$ cat src/common/paf_pkg.sv
package paf_pkg;

  // ************************************************************
  // Port geometry
  // ************************************************************
  localparam int unsigned PAF_NUM_PINS  = 8;
  localparam int unsigned PAF_DATA_W    = 32;
  localparam int unsigned PAF_ADDR_W    = 8;

  // ************************************************************
  // Register byte offsets
  // ************************************************************
  localparam logic [7:0] PAF_OFS_DIR    = 8'h00;
  localparam logic [7:0] PAF_OFS_OUT    = 8'h04;
  localparam logic [7:0] PAF_OFS_PIN    = 8'h08;
  localparam logic [7:0] PAF_OFS_CTRL   = 8'h0C;
  localparam logic [7:0] PAF_OFS_PCMASK = 8'h10;
  localparam logic [7:0] PAF_OFS_ADCDIS = 8'h14;
  localparam logic [7:0] PAF_OFS_STATUS = 8'h18;

  // ************************************************************
  // Control register fields
  // ************************************************************
  localparam int unsigned PAF_CTRL_PUD_BIT  = 0;
  localparam int unsigned PAF_CTRL_PCIE_BIT = 1;
  localparam int unsigned PAF_CTRL_W        = 2;

  // ************************************************************
  // Status register fields
  // ************************************************************
  localparam int unsigned PAF_STAT_DIE_LSB  = 0;
  localparam int unsigned PAF_STAT_PU_LSB   = 8;
  localparam int unsigned PAF_STAT_OE_LSB   = 16;

  // ************************************************************
  // Reset values
  // ************************************************************
  localparam logic [7:0] PAF_RST_DIR    = 8'h00;
  localparam logic [7:0] PAF_RST_OUT    = 8'h00;
  localparam logic [7:0] PAF_RST_PCMASK = 8'h00;
  localparam logic [7:0] PAF_RST_ADCDIS = 8'h00;
  localparam logic [1:0] PAF_RST_CTRL   = 2'h0;

  // Port A has no pull-up, direction or value overrides
  localparam logic [7:0] PAF_PORTA_TIE  = 8'h00;

  // ************************************************************
  // Sleep controller modes
  // ************************************************************
  typedef enum logic [2:0] {
    PAF_SLP_IDLE,
    PAF_SLP_ADC_NR,
    PAF_SLP_POWER_DOWN,
    PAF_SLP_POWER_SAVE,
    PAF_SLP_STANDBY,
    PAF_SLP_EXT_STANDBY
  } paf_sleep_mode_t;

endpackage

$ cat src/design/paf_pin_cell.sv
`timescale 1ns/100ps
module paf_pin_cell (
  input  wire logic dir_bit,
  input  wire logic out_bit,
  input  wire logic global_pullup_disable,
  input  wire logic sleep,
  input  wire logic pullup_override_en,
  input  wire logic pullup_override_val,
  input  wire logic dir_override_en,
  input  wire logic dir_override_val,
  input  wire logic value_override_en,
  input  wire logic value_override_val,
  input  wire logic input_enable_override_en,
  input  wire logic input_enable_override_val,
  input  wire logic pad_level,
  output logic      pullup_en,
  output logic      drive_en,
  output logic      drive_val,
  output logic      input_en,
  output logic      raw_digital_in
);

  // ************************************************************
  // Override multiplexers, no clock anywhere
  // ************************************************************
  wire logic plain_pullup;
  assign plain_pullup   = ({dir_bit, out_bit, global_pullup_disable} == 3'h2);
  assign pullup_en      = pullup_override_en ? pullup_override_val : plain_pullup;
  assign drive_en       = dir_override_en ? dir_override_val : dir_bit;
  // Value only reaches the pad while drive_en is high
  assign drive_val      = value_override_en ? value_override_val : out_bit;
  assign input_en       = input_enable_override_en ? input_enable_override_val : ~sleep;
  // Clamp to ground ahead of the Schmitt trigger
  assign raw_digital_in = pad_level & input_en;

endmodule

$ cat src/design/paf_port_a.sv
// Our own choices: the APB register port and the placing of the registers.
`timescale 1ns/100ps
module paf_port_a
  import paf_pkg::*;
#(
  parameter int unsigned NPINS = PAF_NUM_PINS
) (
  input  wire logic                  pclk,
  input  wire logic                  presetn,
  input  wire logic                  psel,
  input  wire logic                  penable,
  input  wire logic                  pwrite,
  input  wire logic [PAF_ADDR_W-1:0] paddr,
  input  wire logic [PAF_DATA_W-1:0] pwdata,
  output logic      [PAF_DATA_W-1:0] prdata,
  output logic                       pready,
  output logic                       pslverr,
  input  wire logic                  sleep_active,
  input  wire logic [2:0]            sleep_mode,
  input  wire logic [NPINS-1:0]      pad_level,
  output logic      [NPINS-1:0]      pad_out,
  output logic      [NPINS-1:0]      pad_oe,
  output logic      [NPINS-1:0]      pad_pullup_en,
  output logic      [NPINS-1:0]      pin_change_in,
  output logic      [NPINS-1:0]      adc_channel_in
);

  // ************************************************************
  // Register state
  // ************************************************************
  logic [NPINS-1:0]      dir_r;
  logic [NPINS-1:0]      dir_nxt;
  logic [NPINS-1:0]      out_r;
  logic [NPINS-1:0]      out_nxt;
  logic [NPINS-1:0]      pcmask_r;
  logic [NPINS-1:0]      pcmask_nxt;
  logic [NPINS-1:0]      adcdis_r;
  logic [NPINS-1:0]      adcdis_nxt;
  logic [PAF_CTRL_W-1:0] ctrl_r;
  logic [PAF_CTRL_W-1:0] ctrl_nxt;
  logic [PAF_DATA_W-1:0] prdata_r;
  logic [PAF_DATA_W-1:0] prdata_nxt;
  logic                  pready_r;
  logic                  pslverr_r;
  logic                  pslverr_nxt;
  logic [NPINS-1:0]      sync1_r;
  logic [NPINS-1:0]      sync2_r;
  logic [NPINS-1:0]      sync3_r;
  logic [NPINS-1:0]      pin_state_r;
  logic [NPINS-1:0]      pin_state_nxt;
  logic                  sleep_r;
  logic                  sleep_nxt;

  // ************************************************************
  // Bus decode
  // ************************************************************
  wire logic             access;
  wire logic             bus_done;
  wire logic             port_write_strobe;
  wire logic             bus_read;
  wire logic             hit_dir;
  wire logic             hit_out;
  wire logic             hit_pin;
  wire logic             hit_ctrl;
  wire logic             hit_pcmask;
  wire logic             hit_adcdis;
  wire logic             hit_status;
  wire logic             hit_any;
  wire logic [NPINS-1:0] wbyte;

  assign access            = psel & penable;
  // Answer one cycle into the access phase so read data is a flop
  assign bus_done          = access & pready_r;
  assign port_write_strobe = bus_done & pwrite & hit_any;
  assign bus_read          = access & ~pready_r & ~pwrite;
  assign hit_dir           = (paddr == PAF_OFS_DIR);
  assign hit_out           = (paddr == PAF_OFS_OUT);
  assign hit_pin           = (paddr == PAF_OFS_PIN);
  assign hit_ctrl          = (paddr == PAF_OFS_CTRL);
  assign hit_pcmask        = (paddr == PAF_OFS_PCMASK);
  assign hit_adcdis        = (paddr == PAF_OFS_ADCDIS);
  assign hit_status        = (paddr == PAF_OFS_STATUS);
  assign hit_any           = hit_dir | hit_out | hit_pin | hit_ctrl | hit_pcmask | hit_adcdis | hit_status;
  assign wbyte             = pwdata[NPINS-1:0];

  // ************************************************************
  // Shared controls
  // ************************************************************
  wire logic global_pullup_disable;
  wire logic pin_change_group_a_enable;
  wire logic deep_sleep;

  assign global_pullup_disable     = ctrl_r[PAF_CTRL_PUD_BIT];
  assign pin_change_group_a_enable = ctrl_r[PAF_CTRL_PCIE_BIT];
  assign deep_sleep = sleep_active &
                      ((sleep_mode == PAF_SLP_POWER_DOWN) | (sleep_mode == PAF_SLP_STANDBY) |
                       (sleep_mode == PAF_SLP_EXT_STANDBY));
  assign sleep_nxt  = deep_sleep;

  // ************************************************************
  // Per-pin override signals for port A
  // ************************************************************
  wire logic [NPINS-1:0] pin_change_mask_bit;
  wire logic [NPINS-1:0] analog_channel_input_disable;
  wire logic [NPINS-1:0] pc_term;
  wire logic [NPINS-1:0] input_enable_override_en;
  wire logic [NPINS-1:0] input_enable_override_val;
  wire logic [NPINS-1:0] pullup_override_en;
  wire logic [NPINS-1:0] pullup_override_val;
  wire logic [NPINS-1:0] dir_override_en;
  wire logic [NPINS-1:0] dir_override_val;
  wire logic [NPINS-1:0] value_override_en;
  wire logic [NPINS-1:0] value_override_val;
  wire logic [NPINS-1:0] cell_pullup;
  wire logic [NPINS-1:0] cell_drive_en;
  wire logic [NPINS-1:0] cell_drive_val;
  wire logic [NPINS-1:0] cell_input_en;
  wire logic [NPINS-1:0] raw_digital_in;

  assign pin_change_mask_bit          = pcmask_r;
  assign analog_channel_input_disable = adcdis_r;
  assign pc_term                   = pin_change_mask_bit & {NPINS{pin_change_group_a_enable}};
  assign input_enable_override_en  = pc_term | analog_channel_input_disable;
  assign input_enable_override_val = pc_term;
  // Port A peripherals never own the pad drive or pull-up
  assign pullup_override_en  = PAF_PORTA_TIE[NPINS-1:0];
  assign pullup_override_val = PAF_PORTA_TIE[NPINS-1:0];
  assign dir_override_en     = PAF_PORTA_TIE[NPINS-1:0];
  assign dir_override_val    = PAF_PORTA_TIE[NPINS-1:0];
  assign value_override_en   = PAF_PORTA_TIE[NPINS-1:0];
  assign value_override_val  = PAF_PORTA_TIE[NPINS-1:0];

  // ************************************************************
  // Pin cells
  // ************************************************************
  genvar gi;
  generate
    for (gi = 0; gi < NPINS; gi++) begin : g_pin
      paf_pin_cell u_cell (
        .dir_bit                   (dir_r[gi]),
        .out_bit                   (out_r[gi]),
        .global_pullup_disable     (global_pullup_disable),
        .sleep                     (sleep_r),
        .pullup_override_en        (pullup_override_en[gi]),
        .pullup_override_val       (pullup_override_val[gi]),
        .dir_override_en           (dir_override_en[gi]),
        .dir_override_val          (dir_override_val[gi]),
        .value_override_en         (value_override_en[gi]),
        .value_override_val        (value_override_val[gi]),
        .input_enable_override_en  (input_enable_override_en[gi]),
        .input_enable_override_val (input_enable_override_val[gi]),
        .pad_level                 (pad_level[gi]),
        .pullup_en                 (cell_pullup[gi]),
        .drive_en                  (cell_drive_en[gi]),
        .drive_val                 (cell_drive_val[gi]),
        .input_en                  (cell_input_en[gi]),
        .raw_digital_in            (raw_digital_in[gi])
      );
    end
  endgenerate

  // Pad controls stay combinational so overrides act at once
  assign pad_pullup_en  = cell_pullup;
  assign pad_oe         = cell_drive_en;
  assign pad_out        = cell_drive_val;
  // Unsynchronized tap; the pin-change logic synchronizes it itself
  assign pin_change_in  = raw_digital_in;
  // Stand-in for the direct analog pad path
  assign adc_channel_in = pad_level;

  // ************************************************************
  // Register next-state
  // ************************************************************
  assign dir_nxt    = (port_write_strobe & hit_dir) ? wbyte : dir_r;
  // Writing ones to the pin register toggles the output bits
  assign out_nxt    = (port_write_strobe & hit_out) ? wbyte :
                      (port_write_strobe & hit_pin) ? (out_r ^ wbyte) : out_r;
  assign pcmask_nxt = (port_write_strobe & hit_pcmask) ? wbyte : pcmask_r;
  assign adcdis_nxt = (port_write_strobe & hit_adcdis) ? wbyte : adcdis_r;
  assign ctrl_nxt   = (port_write_strobe & hit_ctrl) ? pwdata[PAF_CTRL_W-1:0] : ctrl_r;

  // Own synchronizer: a change counts once stages two and three agree
  assign pin_state_nxt = (~(sync2_r ^ sync3_r) & sync3_r) | ((sync2_r ^ sync3_r) & pin_state_r);

  // ************************************************************
  // Read data
  // ************************************************************
  wire logic [PAF_DATA_W-1:0] status_word;
  wire logic [PAF_DATA_W-1:0] rd_word;

  assign status_word = {{(PAF_DATA_W-PAF_STAT_OE_LSB-NPINS){1'b0}}, cell_drive_en,
                        cell_pullup, cell_input_en};
  assign rd_word = hit_dir    ? {{(PAF_DATA_W-NPINS){1'b0}}, dir_r} :
                   hit_out    ? {{(PAF_DATA_W-NPINS){1'b0}}, out_r} :
                   hit_pin    ? {{(PAF_DATA_W-NPINS){1'b0}}, pin_state_r} :
                   hit_ctrl   ? {{(PAF_DATA_W-PAF_CTRL_W){1'b0}}, ctrl_r} :
                   hit_pcmask ? {{(PAF_DATA_W-NPINS){1'b0}}, pcmask_r} :
                   hit_adcdis ? {{(PAF_DATA_W-NPINS){1'b0}}, adcdis_r} :
                   hit_status ? status_word : 32'h0000_0000;
  assign prdata_nxt  = bus_read ? rd_word : prdata_r;
  assign pslverr_nxt = access & ~pready_r & ~hit_any;

  // ************************************************************
  // Flip-flops
  // ************************************************************
  always_ff @(posedge pclk or negedge presetn) begin
    if (!presetn) begin
      dir_r    <= PAF_RST_DIR;
      out_r    <= PAF_RST_OUT;
      pcmask_r <= PAF_RST_PCMASK;
      adcdis_r <= PAF_RST_ADCDIS;
      ctrl_r   <= PAF_RST_CTRL;
    end else begin
      dir_r    <= dir_nxt;
      out_r    <= out_nxt;
      pcmask_r <= pcmask_nxt;
      adcdis_r <= adcdis_nxt;
      ctrl_r   <= ctrl_nxt;
    end
  end

  always_ff @(posedge pclk or negedge presetn) begin
    if (!presetn) begin
      pready_r  <= 1'b0;
      pslverr_r <= 1'b0;
      prdata_r  <= 32'h0000_0000;
    end else begin
      pready_r  <= access & ~pready_r;
      pslverr_r <= pslverr_nxt;
      prdata_r  <= prdata_nxt;
    end
  end

  always_ff @(posedge pclk or negedge presetn) begin
    if (!presetn) begin
      sync1_r     <= '0;
      sync2_r     <= '0;
      sync3_r     <= '0;
      pin_state_r <= '0;
      sleep_r     <= 1'b0;
    end else begin
      sync1_r     <= pad_level;
      sync2_r     <= sync1_r;
      sync3_r     <= sync2_r;
      pin_state_r <= pin_state_nxt;
      sleep_r     <= sleep_nxt;
    end
  end

  assign prdata  = prdata_r;
  assign pready  = pready_r;
  assign pslverr = pslverr_r;

endmodule

$ cat config.mk
export PLATFORM = sky130hd
export DESIGN_NAME = paf_port_a
export DESIGN_NICKNAME = d
export VERILOG_FILES = /design/src/common/paf_pkg.sv /design/src/design/paf_pin_cell.sv /design/src/design/paf_port_a.sv
export SDC_FILE = /design/constraint.sdc
export NUM_CORES = 1
export LEC_CHECK = 0
export BUFFER_PORTS_ARGS = -buffer_cell sky130_fd_sc_hd__buf_4
export CAP_MARGIN = 30
export CORE_MARGIN = 2
export CORE_UTILIZATION = 35
export DETAILED_ROUTE_END_ITERATION = 8
export GPL_TIMING_DRIVEN = 0
export SYNTH_ARGS = -nofsm -noshare
export SYNTH_HDL_FRONTEND = slang
export SYNTH_SLANG_ARGS = --single-unit
$ cat constraint.sdc
create_clock -name pclk -period 2.15 [get_ports pclk]
set_clock_uncertainty 0.05 [all_clocks]
set_input_delay 0.3225 -clock pclk [delete_from_list [all_inputs] [get_ports pclk]]
set_output_delay 0.3225 -clock pclk [all_outputs]
set_load 0.01 [all_outputs]
# Yosys cells after proc, flatten, opt, wreduce, memory -nomap -nowiden
# Index checks and enable logic that the tools add are counted.
# word_totals
reg_bits	101
output_inout_bits	74
wordCells	91
# op_classes
eq_ne	17
muxes	17
bitwise_logic	42
reduce_logical	2
# op_table
operator	count
$mux W24	7
$eq A3 B2 Y1 const B	9
$and A8 B8 Y8	3
$eq A8 B5 Y1 const B	3
$and A1 B1 Y1	22
$eq A8 B4 Y1 const B	2
$mux W8	2
$or A8 B8 Y8	2
$xor A8 B8 Y8	2
$eq A8 B3 Y1 const B	1
$logic_not A8 Y1	1
$mux W1	8
$not A8 Y8	1
$or A1 B1 Y1	8
$eq A3 B3 Y1 const B	2
$not A1 Y1	4
$reduce_bool A2 Y1	1

# Depth between registers and ports, before layout
# Gate-level depths: netlist of run 1.
# logic_depth
depth_word	11
ltp_mapped	7
depth_no_buf	4

# Modules after synthesis
# A second synthesis of run 1 with hierarchy kept.
# hier_totals
cells_unflattened	459
area_unflattened_um2	4852.2
# modules_own_cells
mod	instances	cells_each	area_per_inst_um2	seq_area_each_um2
paf_port_a	1	379	4331.7	2327.2
paf_pin_cell	8	10	65.1	0.0

# Worst setup path after synthesis of run 1
# No wires, ideal clock.
# synth_path
path_kind	input-to-reg
startpoint	input paddr[2]
endpoint	register out_r[4]
t_arrival_ps	1885
required_time_ps	1972
slack_ps	87
stages	7
cell_sequence	buf_6 -> or4b_4 -> buf_6 -> or4_1 -> buf_2 -> a22oi_1 -> o21ai_1
# synth_between
elab_chain_cells	10
elab_cells_between_ends	18
classes_between	6 x eq/ne; 1 x mux; 9 x bitwise; 2 x reduce/logical
# synth_rtl
item	line_no	text
from (decl)	paf_port_a.sv:13	input wire logic [PAF_ADDR_W-1:0] paddr,
$eq A8 B3 Y1 or $logic_not A8 Y1 (tied branches)	paf_port_a.sv:77, paf_port_a.sv:76	
$or A1 B1 Y1 (6 in a row)	paf_port_a.sv:83	assign hit_any = hit_dir | hit_out | hit_pin | hit_ctrl | hit_pcmask | hit_adcdis | hit_status;
$and A1 B1 Y1	paf_port_a.sv:74	assign port_write_strobe = bus_done & pwrite & hit_any;
$and A1 B1 Y1, on equally long branches	paf_port_a.sv:176, paf_port_a.sv:177	
$mux W8 or $reduce_bool A2 Y1 (tied branches)	--	
to (signal assigned)	paf_port_a.sv:215	out_r <= out_nxt;
to (decl)	paf_port_a.sv:33	logic [NPINS-1:0] out_r;
# Parallel ways exist; a longest one is shown, timed or not.
# A chain may end at the register's enable or synchronous reset.

# Final worst setup path of run 1
# layout_path
startpoint	register pready_r (netlist: pready)
endpoint	register dir_r[4]
# layout_between
elab_chain_cells	4
# layout_rtl
item	line_no	text
from (decl)	paf_port_a.sv:43	logic pready_r;
from (signal assigned)	paf_port_a.sv:228	pready_r <= access & ~pready_r;
$and A1 B1 Y1	paf_port_a.sv:73	assign bus_done = access & pready_r;
$and A1 B1 Y1 (2 in a row)	paf_port_a.sv:74	
$and A1 B1 Y1	paf_port_a.sv:174	assign dir_nxt = (port_write_strobe & hit_dir) ? wbyte : dir_r;
to (signal assigned)	paf_port_a.sv:214	dir_r <= dir_nxt;
to (decl)	paf_port_a.sv:31	logic [NPINS-1:0] dir_r;
# No other way between the ends.

==> results of run 1 <==
==> where the power goes <==
part	leakage, nW	internal (mW)	switching (mW)
Combinational	1.42	0.169	0.183
Sequential	1.21	1.80	0.0306
Clock	0.146	0.907	0.696
==> cell families (layout without fill, tap and decap cells) <==
family                   count (synthesis)  count (layout)
adder cells (fa/ha/maj)                  8               8
other                                    1               8
flip-flops                              93              93
buffers and inverters                   69             182
AND/OR/NAND/NOR                         91              91
XOR/XNOR                                 1               1
multiplexers                            32              32
AO/OA/AOI/OAI                           90              90
==> synth_stat cells, drive strengths merged (2+ instances only) <==
cell,instances
nor3b,11
a21oi,14
nand4,3
o2bb2ai,6
nand2,12
clkbuf,13
nor2b,13
or3,2
a2bb2oi,2
o21ai,16
o31ai,8
o22a,4
inv,4
a31oi,6
maj3,8
nand3,6
mux2,26
a22oi,9
or4b,2
buf,52
nand2b,4
a22o,16
nor2,3
and2,20
nor3,5
mux2i,6
a211oi,2
nor4,4
dfrtp,93
==> metal layers <==
layer,vias to the layer above,wire (µm),global-route usage
li1,1576,-,-
met1,1633,5126,0.2287
met2,106,5257,0.2663
met3,6,662,0.04670
met4,0,67,0.04000
met5,-,0,0
==> path summary, 6_finish.rpt <==
check | cells past startpoint | slack [ns] | to
max | 3 | 0.06 | dir_r[4]
min | 1 | 0.05 | sync1_r[5]
max reg2reg | 3 | 0.06 | dir_r[4]
min reg2reg | 0 | 0.30 | sync2_r[2]
max in group asynchronous | 3 | 1.02 | prdata[20]
min in group asynchronous | 2 | 0.38 | sync1_r[1]
==> worst max-delay path: cells and delay by family (launching register included) <==
family / cells / cell delay (ns)
AND/OR/NAND/NOR: 2 / 1.12
flip-flops: 1 / 0.39
multiplexers: 1 / 0.41
==> stage by stage <==
stage	utilization	cell area [µm²]	hold slack (ns)	TNS (ns)
floorplan	-	4466	-0.02309	0
global placement	0.4315	5401	0.2823	-14.30
detailed placement	0.4343	5436	0.2126	-13.00
CTS	0.4603	5762	0.03453	0
global route	0.4610	5771	0.03430	-0.01545
finish	0.4610	5771	0.05008	0
==> state kept, by name, summed over array words and instances (netlist names), named ones only <==
| name | flops |
|---|---|
| pcmask_r | 8 |
| pready | 1 |
| ctrl_r | 2 |
| sync1_r | 8 |
| dir_r | 8 |
| adcdis_r | 8 |
| prdata | 24 |
| pslverr | 1 |
| sync3_r | 8 |
| sleep_r | 1 |
| sync2_r | 8 |
| out_r | 8 |
==> what timing repair did <==
item | in CTS | in global routing
endpoints found under the setup margin | 27 | 22
setup buffers | 0 | 0
cloned | 0 | 0
hold buffers | 1 | 0
resized for setup | 3 | 2
hold endpoints to repair | 24 | 0
==> layout make-up <==
| class | count | share of cell area |
|---|---|---|
| sequential | 93 | 0.4033 |
| multi-input combinational | 230 | 0.2971 |
| clock buffer | 9 | 0.03903 |
| clock inverter | 7 | 0.01279 |
| inverter | 4 | 0.002602 |
| buffer | 63 | 0.07524 |
| tap | 172 | 0.03729 |
| timing repair buffer | 99 | 0.1327 |
==> flow_summary.ini, run 1 <==
[critical_path]
crit_start = pready
worst_r2r_startpoint = pready
cp_slowest_cell = nor3_2
crit_path_start_kind = flip-flop
slowest_delay_ns = 0.78
required_ns = 2.33
path_cells = nand4_1 > nor3_2 > mux2_2
crit_fanout = 8
path_class = flip-flop to flip-flop
cp.arrival_ns = 2.26
setup.worst_path.end_class = flip-flop

[die]
die_width_um = 116.6
fp-row-count = 41
ios = 131
start_util = 0.3547
dieArea_mm2 = 0.01360
core_area_mm2 = 0.01252
die_y_um = 116.6

[hold_path]
min_path_type = input port to flip-flop
worstHoldStart = pad_level[5]

[timing]
maxSlewHeadroom = 0.4487
hold_viol = 0
fmax_mhz = 479.1
rsz0062_at_grt = yes
worst_pin_slew_ns = 0.8224
setup_ws_ns = 0.06255
maxSlewViolCount = 0
fin_crit_ns = 2.087
post-route-period-util = 0.9709
setup_violations = 0

[drt]
wl_per_cell_um = 16.42
drt-pass1-iter-count = 4
post_drt_via_cell_ratio = 4.905
drtIter0Drc = 168
drc = 0
vias = 3321
drt-total-wl_um = 11110
detail-route-antenna-nets = 0

[grt]
grt_max_degree = 70
overflow = 0
grt_pass1_wl_um = 17320
antenna_found_initial = 0
grt_pass1_vias = 3201
grt_usage = 0.1674

[yosys]
ys_ff_latch = 93
async_flop_share = 1.000
yosys.area.top_type_share = 0.5242
yosysSeqAreaShare = 0.5242
synth-compound-area-share = 0.1429
ys_warn_count = 0
avgSynthCellArea_um2 = 11.53
synthesis.area_mm2 = 0.004439
muxShareOfSynthArea = 0.07948
synth-xor-area-share = 0.001973
yosysUniqueCellTypes = 51
synth_top_family_by_area = compound AO/OA/AOI/OAI gates
yosys.area.top_type = dfrtp_1
yosys.area_share.simple = 0.1297
synth_cells = 385
synth_fa_ha_area_frac = 0.01804
synth_edf_count = 0
synth_area_leaders = dfrtp_1 (52%), buf_4 (8.1%), mux2_2 (6.6%)
ys.flop_type = dfrtp_1

[placement]
place_ws_ns = -0.4527
dp_cells = 662
gp_congestion = 0.8285
portBuffers = 96
dp_hpwl_um = 7996

[finish]
area_growth_pct = 29.99
final-instance-count-excl-fill = 677
num_antenna_cells = 0
multi_input_comb_area_mm2 = 0.001714
final_layout_size_suffix_gt1_frac = 0.4000
fillers = 1210
final_cell_mix = buf_4 (145), dfrtp_1 (93), mux2_2 (26), and2_1 (19), a22o_1 (16)
seqCellArea_mm2 = 0.002327
final_common_cell = buf_4
fin_nets = 557

[clock_tree]
cts.sinks = 93
cts_tree = yes
cts_buffer_depth = 2
cts.clk_slew.worst_paths_ns = 0.07
cts_buffers = 9
worstSkewPairLatency_ns = 0.34
htree_levels = 3
cts-root-buf = clkbuf_16

[power]
powerDensity_mw_per_mm2 = 655.5
leakage_nw = 2.776
total_power_mw = 3.783
peakVddDrop_uv = 340.0

[run]
maxCapViolCount = 0

[run_status]
status = finished clean
No activity file was read; power rests on OpenSTA's default activity.
==> run 2, diff against run 1 <==
Settings changed: ABC_AREA set to 1.
==> flow_summary.ini, run 2 <==
[critical_path]
slowest_delay_ns = 0.49
crit_buf_inv = 2
crit_top_cell = buf_4
crit_fanout = 8
crit_path_start_kind = flip-flop
cp_slowest_cell = dfrtp_1
setup.worst_path.end_class = output pin
path_class = flip-flop to output pin
cp_top_family = flip-flops
path_cells = o21ai_0 > and2_1 > buf_4 > buf_4
cp.arrival_ns = 1.59
required_ns = 1.78

[grt]
grt_pass1_wl_um = 18750
antenna_found_initial = 0
grt_pass1_vias = 3631
overflow = 0
grt_max_degree = 49
grt_usage = 0.1829

[yosys]
synth_area_leaders = dfrtp_1 (52%), nand2_1 (11%), buf_4 (8.0%)
yosys.area.top_type = dfrtp_1
ys_warn_count = 0
synth_most_common_cell = nand2_1
synthesis.area_mm2 = 0.004482
async_flop_share = 1.000
synth-xor-area-share = 0
synth_fa_ha_area_frac = 0.01787
synth-compound-area-share = 0.07873
yosysSeqAreaShare = 0.5193
yosysUniqueCellTypes = 28
synth_cells = 510
synth_top_family_by_area = simple AND/OR/NAND/NOR gates
ys.flop_type = dfrtp_1
yosys.area_share.simple = 0.2485
avgSynthCellArea_um2 = 8.788
synth_edf_count = 0
synth_common_cells = nand2_1 (131), dfrtp_1 (93), buf_4 (48)
muxShareOfSynthArea = 0
ys_ff_latch = 93
yosys.area.top_type_share = 0.5193

[die]
start_util = 0.3566
ios = 131
dieArea_mm2 = 0.01373
core_area_mm2 = 0.01257
fp-row-count = 41
die_y_um = 117.2
die_width_um = 117.2

[power]
pwr-share-seq = 0.462
total_power_mw = 3.967
peakVddDrop_uv = 468.7
leakage_nw = 3.156
p_sw_mw = 0.8842
powerDensity_mw_per_mm2 = 679.2
p_int_mw = 3.083
swShare = 0.2229
p_comb_frac = 0.074
pwr-share-clk = 0.464

[timing]
tns_ns = 0
fin_crit_ns = 1.960
fmax_mhz = 510.1
rsz0062_at_grt = no
post-route-period-util = 0.9118
maxSlewHeadroom = 0.5665
maxSlewViolCount = 0
hold-worst-slack_ns = 0.04284
hold_viol = 0
setup_ws_ns = 0.1896
setup_violations = 0
worst_pin_slew_ns = 0.6478

[finish]
largest_reg_flops = 24
final_layout_size_suffix_gt1_frac = 0.2959
num_antenna_cells = 0
fin_nets = 684
final_common_cell = buf_4
area_growth_pct = 30.32
final_area_mm2 = 0.005841
final_cell_mix = buf_4 (146), nand2_1 (131), dfrtp_1 (93), nor2_1 (45), inv_1 (41)

[clock_tree]
cts_buffers = 9
worstSkewPairLatency_ns = 0.35
cts-root-buf = clkbuf_16
htree_levels = 3
cts_buffer_depth = 2
cts_tree = yes
cts.sinks = 93
cts.clk_slew.worst_paths_ns = 0.07

[placement]
portBuffers = 98
gp_congestion = 0.8235
dp_hpwl_um = 8780
placed_area_mm2 = 0.005487
place_ws_ns = 0.06342

[drt]
post_drt_via_cell_ratio = 4.628
vias = 3721
drtIter0Drc = 282
drt-total-wl_um = 11630
drt-pass1-iter-count = 5
drc = 0
wl_per_cell_um = 14.47
detail-route-antenna-nets = 0

[run]
maxCapViolCount = 0

[hold_path]
min_path_type = input port to flip-flop

[run_status]
status = finished clean
run 2: cell count changes after synthesis, sizes merged, moves of 9 or more:
cell and change:
o21ai +22, and2 -12, nand2 +123, a22oi -9, nor2b -13, inv +41
nand4 +12, a22o -16, nor3b -11, nor2 +49, mux2 -26, nand3 +21
run 2: per-layer routing:
layer / up-vias / part of all wire / GRT usage
met1: 1792 / 0.46 / 0.2446
met5: - / 0 / 0
met3: 15 / 0.053 / 0.05304
li1: 1817 / - / -
met4: 0 / 0.015 / 0.05412
met2: 97 / 0.48 / 0.2897
run 2: cell families after synthesis:
group           count (synthesis)
other cells                     1
flops                          93
simple gates                  241
buf+inv                       105
compound gates                 62
fa+ha+maj                       8
run 2: path summary, 6_finish.rpt:
path	startpoint	end	slack, ns	cells after the start
max	sleep_r	pin_change_in[0]	0.19	4
min	pad_level[4]	sync1_r[4]	0.04	1
max reg2reg	pready	adcdis_r[7]	0.37	6
min reg2reg	sync1_r[2]	sync2_r[2]	0.29	0
max in group asynchronous	presetn	out_r[2]	0.91	3
min in group asynchronous	presetn	sync1_r[4]	0.50	2
run 2: layout make-up:
cell class                      instances  area (µm²)
Timing Repair Buffer                  100       773.2
Buffer                                 58       427.9
Tap cell                              172       215.2
Fill cell                            1225        6728
Sequential cell                        93        2327
Clock inverter                          7       122.6
Clock buffer                            9       225.2
Multi-Input combinational cell        319        1577
Inverter                               46       172.7
run 2: what timing repair did:
| action | CTS | global route |
|---|---|---|
| hold endpoints to repair | 45 | 0 |
| buffers inserted | 0 | 0 |
| gates resized for setup | 0 | 0 |
| endpoints found under the setup margin | 0 | 8 |
| hold buffers | 1 | 0 |
run 2: stage by stage:
| stage | util | cells |
|---|---|---|
| detailed placement | 0.4365 | 788 |
| CTS | 0.4650 | 805 |
| global route | 0.4647 | 804 |
| global placement | 0.4343 | 787 |
| floorplan | - | 517 |
| finish | 0.4647 | 804 |
run 2: power groups by stage:
stage	clock, mW	sequential, mW	combinational (mW)
CTS	1.90	1.83	0.299
finish	1.84	1.83	0.292
detailed placement	0	1.87	0.297
global placement	0	1.87	0.285
global route	1.98	1.84	0.325
floorplan	0	1.86	0.121
